<file path="config.mk">
export PLATFORM = sky130hd
export DESIGN_NAME = tpw_wait_unit
export DESIGN_NICKNAME = d
export VERILOG_FILES = /design/src/rtl/tpw_pkg.sv /design/src/rtl/tpw_sync.sv /design/src/rtl/tpw_wait_unit.sv
export SDC_FILE = /design/constraint.sdc
export NUM_CORES = 2
export LEC_CHECK = 0
export BUFFER_PORTS_ARGS = -buffer_cell sky130_fd_sc_hd__buf_4
export CORE_UTILIZATION = 59
export DETAILED_ROUTE_END_ITERATION = 8
export PLACE_DENSITY = 0.82
export REMOVE_ABC_BUFFERS = 1
export SYNTH_ARGS = -nofsm -noshare
export SYNTH_HDL_FRONTEND = slang
export SYNTH_SLANG_ARGS = --single-unit
</file>
<file path="constraint.sdc">
create_clock -name clk -period 7.28 [get_ports clk]
set_input_delay 0.364 -clock clk [delete_from_list [all_inputs] [get_ports clk]]
set_output_delay 0.364 -clock clk [all_outputs]
set_load 0.02 [all_outputs]
</file>
<file path="src/rtl/tpw_pkg.sv">
package tpw_pkg;

	// ****************************************************************
	// Sizes and fixed codes
	// ****************************************************************
	localparam int          TPW_AXES        = 4;
	localparam int          TPW_INPUTS      = 80;
	localparam int          TPW_INPUT_FIRST = 1;
	localparam logic [7:0]  TPW_STOP_IN_POS = 8'h63;
	localparam logic [7:0]  TPW_STOP_RESET  = 8'h00;
	localparam logic [31:0] TPW_POS_RESET   = 32'h0000_0000;
	localparam logic [31:0] TPW_TIME_RESET  = 32'h0000_0000;

	// ****************************************************************
	// Time base
	// ****************************************************************
	localparam int TPW_CLK_PERIOD_NS = 100;
	localparam int TPW_MS_NS         = 1000000;
	localparam int TPW_CYC_PER_MS    = TPW_MS_NS / TPW_CLK_PERIOD_NS;

	// ****************************************************************
	// Instructions and states
	// ****************************************************************
	typedef enum logic [3:0] {
		op_wait_motion_done,
		op_wait_relative_distance,
		op_wait_repeat_distance,
		op_wait_absolute_position,
		op_wait_forward_crossing,
		op_wait_reverse_crossing,
		op_wait_in_position,
		op_wait_input_level,
		op_wait_slew_speed,
		op_wait_reference_time,
		op_wait_vector_distance,
		op_wait_delay_ms,
		op_relative_position_command
	} tpw_op_t;

	typedef enum logic {
		st_idle,
		st_wait
	} tpw_state_t;

endpackage : tpw_pkg

</file>
<file path="src/rtl/tpw_sync.sv">
`timescale 1ns/1ps
module tpw_sync #(
	parameter int W = 1
) (
	// Clock and reset
	input  wire logic         clk,
	input  wire logic         nrst,
	// Levels
	input  wire logic [W-1:0] async_in,
	output logic      [W-1:0] sync_out
);
	typedef struct packed {
		logic [W-1:0] meta;
		logic [W-1:0] sync;
	} tpw_sync_regs_t;

	tpw_sync_regs_t q;
	tpw_sync_regs_t d;

	always_comb begin
		d.meta = async_in;
		d.sync = q.meta;
	end

	always_ff @(posedge clk or negedge nrst) begin
		if (!nrst) begin
			q <= '0;
		end else begin
			q <= d;
		end
	end

	assign sync_out = q.sync;

endmodule : tpw_sync

</file>
<file path="src/rtl/tpw_wait_unit.sv">
// Behaviour
// Motion-done wait: listed axes, or all, complete.
// Relative wait: commanded position reaches start+distance.
// Repeat wait: distance from previous repeat/relative trip.
// Absolute wait: named axis reaches absolute position.
// Forward crossing wait; already passed releases immediately.
// Reverse crossing wait; already passed releases immediately.
// Crossing waits work on geared or auxiliary inputs.
// In-position wait: profile done, encoder reached target.
// Timeout releases, flags error, stop code 99.
// Timeout redirects execution to the timeout handler.
// Input wait: positive argument high, negative low.
// Input wait accepts lines 1 to 80.
// Slew wait: every named axis at slew speed.
// Time wait zero sets reference; n waits.
// Negative time wait advances reference to expiry.
// Vector wait: path distance travelled reaches argument.
// Vector distance measured from start or previous trip.
// Delay wait stalls for given milliseconds.
// Relative command while axis moving is rejected.
// Position trips accurate within speed times sample.
// Sequencer never advances while a wait pends.
// Conditions evaluated every sample, release on first.
`timescale 1ns/1ps
module tpw_wait_unit
	import tpw_pkg::*;
#(
	parameter int unsigned CYC_PER_MS = TPW_CYC_PER_MS
) (
	// Clock and reset
	input  wire logic             clk,
	input  wire logic             nrst,
	// Instruction from the sequencer
	input  wire logic             cmd_valid,
	output logic                  cmd_ready,
	input  wire tpw_op_t          cmd_op,
	input  wire logic [1:0]       cmd_axis,
	input  wire logic [4:0]       cmd_mask,
	input  wire logic             cmd_aux,
	input  wire logic [31:0]      cmd_arg,
	// Answers to the sequencer
	output logic                  stall,
	output logic                  wait_done,
	output logic                  cmd_reject,
	output logic                  pr_accept,
	output logic                  handler_jump,
	// Stop code and error report
	output logic                  mc_timeout_err,
	output logic                  stop_code_wr,
	output logic [1:0]            stop_code_axis,
	output logic [7:0]            stop_code,
	// Axis and profiler status
	input  wire logic             sample_tick,
	input  wire logic [3:0]       motion_done,
	input  wire logic             seq_done,
	input  wire logic [3:0]       axis_moving,
	input  wire logic [3:0]       at_slew,
	input  wire logic [3:0]       move_begin,
	input  wire logic             vec_begin,
	input  wire logic [3:0][31:0] cmd_pos,
	input  wire logic [3:0][31:0] enc_pos,
	input  wire logic [3:0][31:0] aux_pos,
	input  wire logic [31:0]      vec_dist,
	input  wire logic [3:0][15:0] in_position_timeout,
	// General inputs from pins
	input  wire logic [79:0]      in_lines
);

	// ****************************************************************
	// State
	// ****************************************************************
	typedef struct packed {
		tpw_state_t       st;
		tpw_op_t          op;
		logic [1:0]       axis;
		logic [4:0]       mask;
		logic             aux;
		logic             up;
		logic [6:0]       iidx;
		logic [31:0]      target;
		logic [31:0]      wt_cnt;
		logic [15:0]      to_cnt;
		logic [15:0]      ms_div;
		logic [31:0]      now_ms;
		logic [31:0]      at_ref;
		logic [3:0][31:0] start_pos;
		logic [3:0][31:0] rep_ref;
		logic [31:0]      vec_ref;
		logic             done;
		logic             reject;
		logic             pr_ok;
		logic             terr;
		logic             jump;
		logic [7:0]       scode;
	} tpw_regs_t;

	tpw_regs_t   q;
	tpw_regs_t   d;
	logic [79:0] in_sync;
	logic        ms_tick;
	logic        hit;
	logic        tmo;
	logic [31:0] pos_q;
	logic [31:0] pos_c;
	logic [31:0] arg_abs;

	tpw_sync #(.W(TPW_INPUTS)) u_in_sync (
		.clk      (clk),
		.nrst     (nrst),
		.async_in (in_lines),
		.sync_out (in_sync)
	);

	function automatic logic crossed(input logic [31:0] pos,
		input logic [31:0] tgt, input logic up);
		if (up) begin
			crossed = $signed(pos) >= $signed(tgt);
		end else begin
			crossed = $signed(pos) <= $signed(tgt);
		end
	endfunction : crossed

	// ****************************************************************
	// Position source and trip condition
	// ****************************************************************
	always_comb begin
		// Auxiliary encoders and geared axes feed the crossing test.
		if (q.aux) begin
			pos_q = aux_pos[q.axis];
		end else if (q.op == op_wait_in_position) begin
			pos_q = enc_pos[q.axis];
		end else begin
			pos_q = cmd_pos[q.axis];
		end
		if (cmd_aux) begin
			pos_c = aux_pos[cmd_axis];
		end else begin
			pos_c = cmd_pos[cmd_axis];
		end
		arg_abs = cmd_arg[31] ? 32'(-cmd_arg) : cmd_arg;
		tmo = (in_position_timeout[q.axis] != 16'h0000) &&
			(q.to_cnt >= in_position_timeout[q.axis]);
		case (q.op)
			op_wait_motion_done: begin
				if (q.mask == 5'h00) begin
					hit = seq_done && (&motion_done);
				end else begin
					hit = &({seq_done, motion_done} | ~q.mask);
				end
			end
			op_wait_relative_distance, op_wait_repeat_distance,
			op_wait_absolute_position, op_wait_forward_crossing,
			op_wait_reverse_crossing: begin
				hit = crossed(pos_q, q.target, q.up);
			end
			op_wait_in_position: begin
				hit = motion_done[q.axis] &&
					crossed(pos_q, q.target, q.up);
			end
			op_wait_input_level: begin
				hit = in_sync[q.iidx] == q.up;
			end
			op_wait_slew_speed: begin
				hit = &(at_slew | ~q.mask[3:0]);
			end
			op_wait_vector_distance: begin
				hit = $signed(vec_dist) >= $signed(q.target);
			end
			op_wait_reference_time: begin
				hit = $signed(q.now_ms - q.target) >= 0;
			end
			op_wait_delay_ms: begin
				hit = q.wt_cnt == 32'h0000_0000;
			end
			default: begin
				hit = 1'b1;
			end
		endcase
	end

	// ****************************************************************
	// Next state
	// ****************************************************************
	always_comb begin
		d = q;
		d.done = 1'b0;
		d.reject = 1'b0;
		d.pr_ok = 1'b0;
		d.terr = 1'b0;
		d.jump = 1'b0;
		ms_tick = q.ms_div == 16'(CYC_PER_MS - 1);
		d.ms_div = ms_tick ? 16'h0000 : q.ms_div + 16'h0001;
		if (ms_tick) begin
			d.now_ms = q.now_ms + 32'h0000_0001;
		end
		for (int i = 0; i < TPW_AXES; i++) begin
			if (move_begin[i]) begin
				d.start_pos[i] = cmd_pos[i];
				d.rep_ref[i] = cmd_pos[i];
			end
		end
		if (vec_begin) begin
			d.vec_ref = TPW_POS_RESET;
		end
		case (q.st)
			st_idle: begin
				if (cmd_valid) begin
					d.op = cmd_op;
					d.axis = cmd_axis;
					d.mask = cmd_mask;
					d.aux = cmd_aux;
					d.to_cnt = 16'h0000;
					d.target = cmd_arg;
					d.up = !cmd_arg[31];
					d.st = st_wait;
					case (cmd_op)
						op_relative_position_command: begin
							d.st = st_idle;
							if (axis_moving[cmd_axis]) begin
								d.reject = 1'b1;
							end else begin
								d.pr_ok = 1'b1;
							end
						end
						op_wait_relative_distance: begin
							d.target = d.start_pos[cmd_axis] + cmd_arg;
						end
						op_wait_repeat_distance: begin
							d.target = q.rep_ref[cmd_axis] + cmd_arg;
						end
						op_wait_absolute_position: begin
							d.up = $signed(cmd_arg) >= $signed(pos_c);
						end
						op_wait_in_position: begin
							d.up = $signed(cmd_arg) >=
								$signed(enc_pos[cmd_axis]);
						end
						op_wait_forward_crossing,
						op_wait_reverse_crossing: begin
							d.up = cmd_op == op_wait_forward_crossing;
							if (crossed(pos_c, cmd_arg, d.up)) begin
								d.st = st_idle;
								d.done = 1'b1;
							end
						end
						op_wait_input_level: begin
							d.iidx = 7'(arg_abs - 32'(TPW_INPUT_FIRST));
							if (cmd_arg == 32'h0000_0000 ||
								arg_abs > 32'(TPW_INPUTS)) begin
								d.st = st_idle;
								d.reject = 1'b1;
							end
						end
						op_wait_reference_time: begin
							d.target = q.at_ref + arg_abs;
							if (cmd_arg == 32'h0000_0000) begin
								d.at_ref = q.now_ms;
								d.st = st_idle;
								d.done = 1'b1;
							end
						end
						op_wait_vector_distance: begin
							d.target = q.vec_ref + cmd_arg;
						end
						op_wait_delay_ms: begin
							d.wt_cnt = cmd_arg[31] ? 32'h0 : cmd_arg;
						end
						default: begin
						end
					endcase
				end
			end
			st_wait: begin
				if (ms_tick && q.wt_cnt != 32'h0000_0000) begin
					d.wt_cnt = q.wt_cnt - 32'h0000_0001;
				end
				if (ms_tick && q.op == op_wait_in_position &&
					q.to_cnt != 16'hffff) begin
					d.to_cnt = q.to_cnt + 16'h0001;
				end
				// Release only on a sample; stay stalled meanwhile.
				if (sample_tick && hit) begin
					d.st = st_idle;
					d.done = 1'b1;
					case (q.op)
						op_wait_relative_distance,
						op_wait_repeat_distance: begin
							d.rep_ref[q.axis] = q.target;
						end
						op_wait_vector_distance: begin
							d.vec_ref = q.target;
						end
						op_wait_reference_time: begin
							if (!q.up) begin
								d.at_ref = q.target;
							end
						end
						default: begin
						end
					endcase
				end else if (sample_tick && tmo &&
					q.op == op_wait_in_position) begin
					d.st = st_idle;
					d.terr = 1'b1;
					d.scode = TPW_STOP_IN_POS;
					d.jump = 1'b1;
				end
			end
			default: begin
				d.st = st_idle;
			end
		endcase
	end

	always_ff @(posedge clk or negedge nrst) begin
		if (!nrst) begin
			q <= '0;
			q.st <= st_idle;
			q.now_ms <= TPW_TIME_RESET;
			q.at_ref <= TPW_TIME_RESET;
			q.scode <= TPW_STOP_RESET;
		end else begin
			q <= d;
		end
	end

	// ****************************************************************
	// Outputs
	// ****************************************************************
	assign cmd_ready      = q.st == st_idle;
	assign stall          = q.st == st_wait;
	assign wait_done      = q.done;
	assign cmd_reject     = q.reject;
	assign pr_accept      = q.pr_ok;
	assign handler_jump   = q.jump;
	assign mc_timeout_err = q.terr;
	assign stop_code_wr   = q.terr;
	assign stop_code_axis = q.axis;
	assign stop_code      = q.scode;
endmodule : tpw_wait_unit

</file>
==> flow_metrics.tcl <==
set metrics [dict create \
    drtPass1Iterations 6 \
    yosysMostFrequentCell "dfrtp_1" \
    postRouteWirelength_mm 155.1 \
    place_hpwl_mm 109.8 \
    ir_drop_uv 183.3 \
    ant_nets 0 \
    synth.area.top_cells "dfrtp_1, mux4_2, ha_1, mux2_2, o21ai_0" \
    p_per_area_nw_per_um2 278.0 \
    die_w_um 271.4 \
    violations "capacitance limit, slew limit" \
    synth.avg_cell_area_um2 10.38 \
    grt_pass1_vias 38665 \
    crit_required_ps 7780 \
    layout-drive-gt1-share_pct 29.38 \
    async_flop_share_pct 100.0 \
    p_int_w 0.008838 \
    initial_utilization_pct 59.81 \
    pwr-share-comb_pct 42.2 \
    gp_congestion 1.032 \
    synth_cells 4127 \
    finalNonFillerCells 5758 \
    synth_edf_count 0 \
    syn_area_um2 42830 \
    switching_share_pct 38.72 \
    drc_errors 0 \
    vias 38461 \
    clock_skew_ps 23.07 \
    crit_path_end_kind "register" \
    tightest_slew_ps 1488 \
    grt.total_usage_pct 41.78 \
    grt_max_degree 165 \
    nets 5621 \
    p_sw_w 0.005583 \
    clk_latency_ps 630 \
    dieArea_um2 73670 \
    setup_violations 0 \
    cts_inserted_buffers 71 \
    synth_cell_type_count 88 \
    ff2ff_path_depth 18 \
    grt_overflow 0 \
    yosysSeqAreaShare_pct 37.04 \
    critical_path_class "reg2reg" \
    dpl.cell_count 5542 \
    whs_ps 31.78 \
    row_count 98 \
    p_seq_share_pct 31.7 \
    max_freq_ghz 0.1467 \
    synthFlopType "dfrtp_1" \
    htreeDepth 3 \
    cts_root_buf "clkbuf_16" \
    cp_max_fo 32 \
    synth_top_area_share_pct 37.04 \
    status "finished, violations left" \
    post-route-min-period_ps 6815 \
    syn_to_final_growth_pct 21.13 \
    fill_cells 4960 \
    cts_buffer_depth 3 \
    ys_seq_elements 634 \
    crit_arrival_ps 7320 \
    static-leakage-power_nw 23.61 \
    viasPerCell 6.680 \
    dieHeight_um 271.4 \
    antenna_found_initial 7 \
    grt_pass1_wl_mm 232.3 \
    synth_top_area_cell "dfrtp_1" \
    cts-resized-gates 0 \
    cts_tree "done" \
    relSlewSlack_pct -0.2605 \
    finalHoldViolCount 0 \
    whs_path_depth 3 \
    hold_path.class "in2reg" \
    max_cap_violations 1 \
    pwr-share-clk_pct 26.1 \
    rsz0062_at_grt "false" \
    initialDrtViolationCount 5037 \
    ios 644 \
    core_um2 71610 \
    synth_commonest_cells "dfrtp_1, o21ai_0, inv_1" \
    wl_per_cell_um 26.94 \
    path_clk_slew_ps 60 \
    finalMaxSlewViolations 1 \
    period_share_pct 93.61 \
    crit_path_start_kind "register" \
    cts.sinks 634 \
    yosys_warnings 0 \
    port_buffers 639 \
]
## logic make-up after synthesis
logic type	synth area share, %
flops	37.04
xor+xnor	2.802
other cells	0.008756
simple gates	10.09
buf+inv	5.983
mux	23.49
compound gates	13.42
fa+ha+maj	7.164
## repair_timing
item | in CTS | in global routing
hold endpoints to repair | 200 | 0
setup endpoints to repair | 0 | 0
buffers inserted | 0 | 0
hold buffers | 86 | 0
## layout make-up
class                           instances  area, um2  area share [%]
Timing Repair Buffer                  793       6390           12.32
Multi-Input combinational cell       2842      24480           47.20
Clock buffer                          107       2146           4.137
Inverter                              409       1535           2.959
Tap cell                              950       1189           2.291
Clock inverter                         18      242.7          0.4679
Sequential cell                       634      15880           30.60
Antenna cell                            5      12.51         0.02412
## registers in the layout (all words and copies together), names as in the netlist
signal and count:
cmd_reject 1, handler_jump 1, pr_accept 1, q 466, stall 1, stop_code 1
stop_code_axis 2, u_in_sync.d 80, u_in_sync.sync_out 80, wait_done 1
## layout by cell type (no fill, tap or decap), drive strengths merged, types with 36 or more instances in the layout
| master | count |
|---|---|
| nand4 | 43 |
| nand3 | 63 |
| clkbuf | 108 |
| nor2b | 56 |
| a21o | 57 |
| ha | 242 |
| xnor2 | 101 |
| mux4 | 296 |
| mux2 | 258 |
| nor2 | 142 |
| mux2i | 49 |
| nor3 | 41 |
| nand2 | 364 |
| dlygate4sd3 | 86 |
| a21oi | 133 |
| buf | 706 |
| inv | 411 |
| dfrtp | 634 |
| xor2 | 36 |
| o21ai | 536 |
## power by group through the flow
stage	logic (W)	clock network, W	registers, W
2_1_floorplan	0.00368	0	0.00457
3_3_place_gp	0.00562	0	0.00456
3_5_place_dp	0.00576	0	0.00458
4_1_cts	0.00587	0.00372	0.00453
5_1_grt	0.00647	0.00388	0.00461
6_report	0.00608	0.00376	0.00457
## through the flow
step,util (%),setup slack (ps),cell area [um2],TNS [ps],total power [W]
6_report,72.44,465.4,51870,0,0.01442
5_1_grt,72.42,74.81,51860,0,0.01496
4_1_cts,72.42,567.9,51860,0,0.01412
3_5_place_dp,67.89,600.9,48610,0,0.01034
3_3_place_gp,67.89,661.7,48610,0,0.01017
2_1_floorplan,-,-2571,41810,-455370,0.008254
## worst max-delay path, cell delays in order, from the launching register on
cell and delay (ps):
dfrtp_4 750, buf_12 360, buf_12 280, mux4_2 520, mux2i_1 130, o21ai_0 110
ha_1 360, a211oi_1 260, o211ai_1 130, o221ai_1 410, o2111ai_1 440, a21oi_1 260
mux2_2 430, o41ai_2 380, o311ai_4 380, buf_4 360, nor4b_4 360, buf_12 300
mux2_2 380
## metal layers
layer	GRT usage, %	wire length [um]	share of wire, %	up-vias
li1	-	-	-	16258
met1	54.34	56920	37	18845
met2	63.88	69900	45	2747
met3	12.12	19280	12	607
met4	21.41	8988	5.8	4
met5	0	29	0.019	-
## worst paths after layout
path | startpoint | to | slack, ps
hold reg to reg | u_in_sync.d[0] | u_in_sync.sync_out[0] | 350
setup / recovery | stop_code_axis[0] | q[106] | 470
setup reg to reg | stop_code_axis[0] | q[106] | 470
max in group asynchronous | nrst | stop_code_axis[0] | 5190
hold / removal | cmd_pos[51] | q[224] | 30
min in group asynchronous | nrst | u_in_sync.sync_out[70] | 440
(Power assumes the default switching activity.)
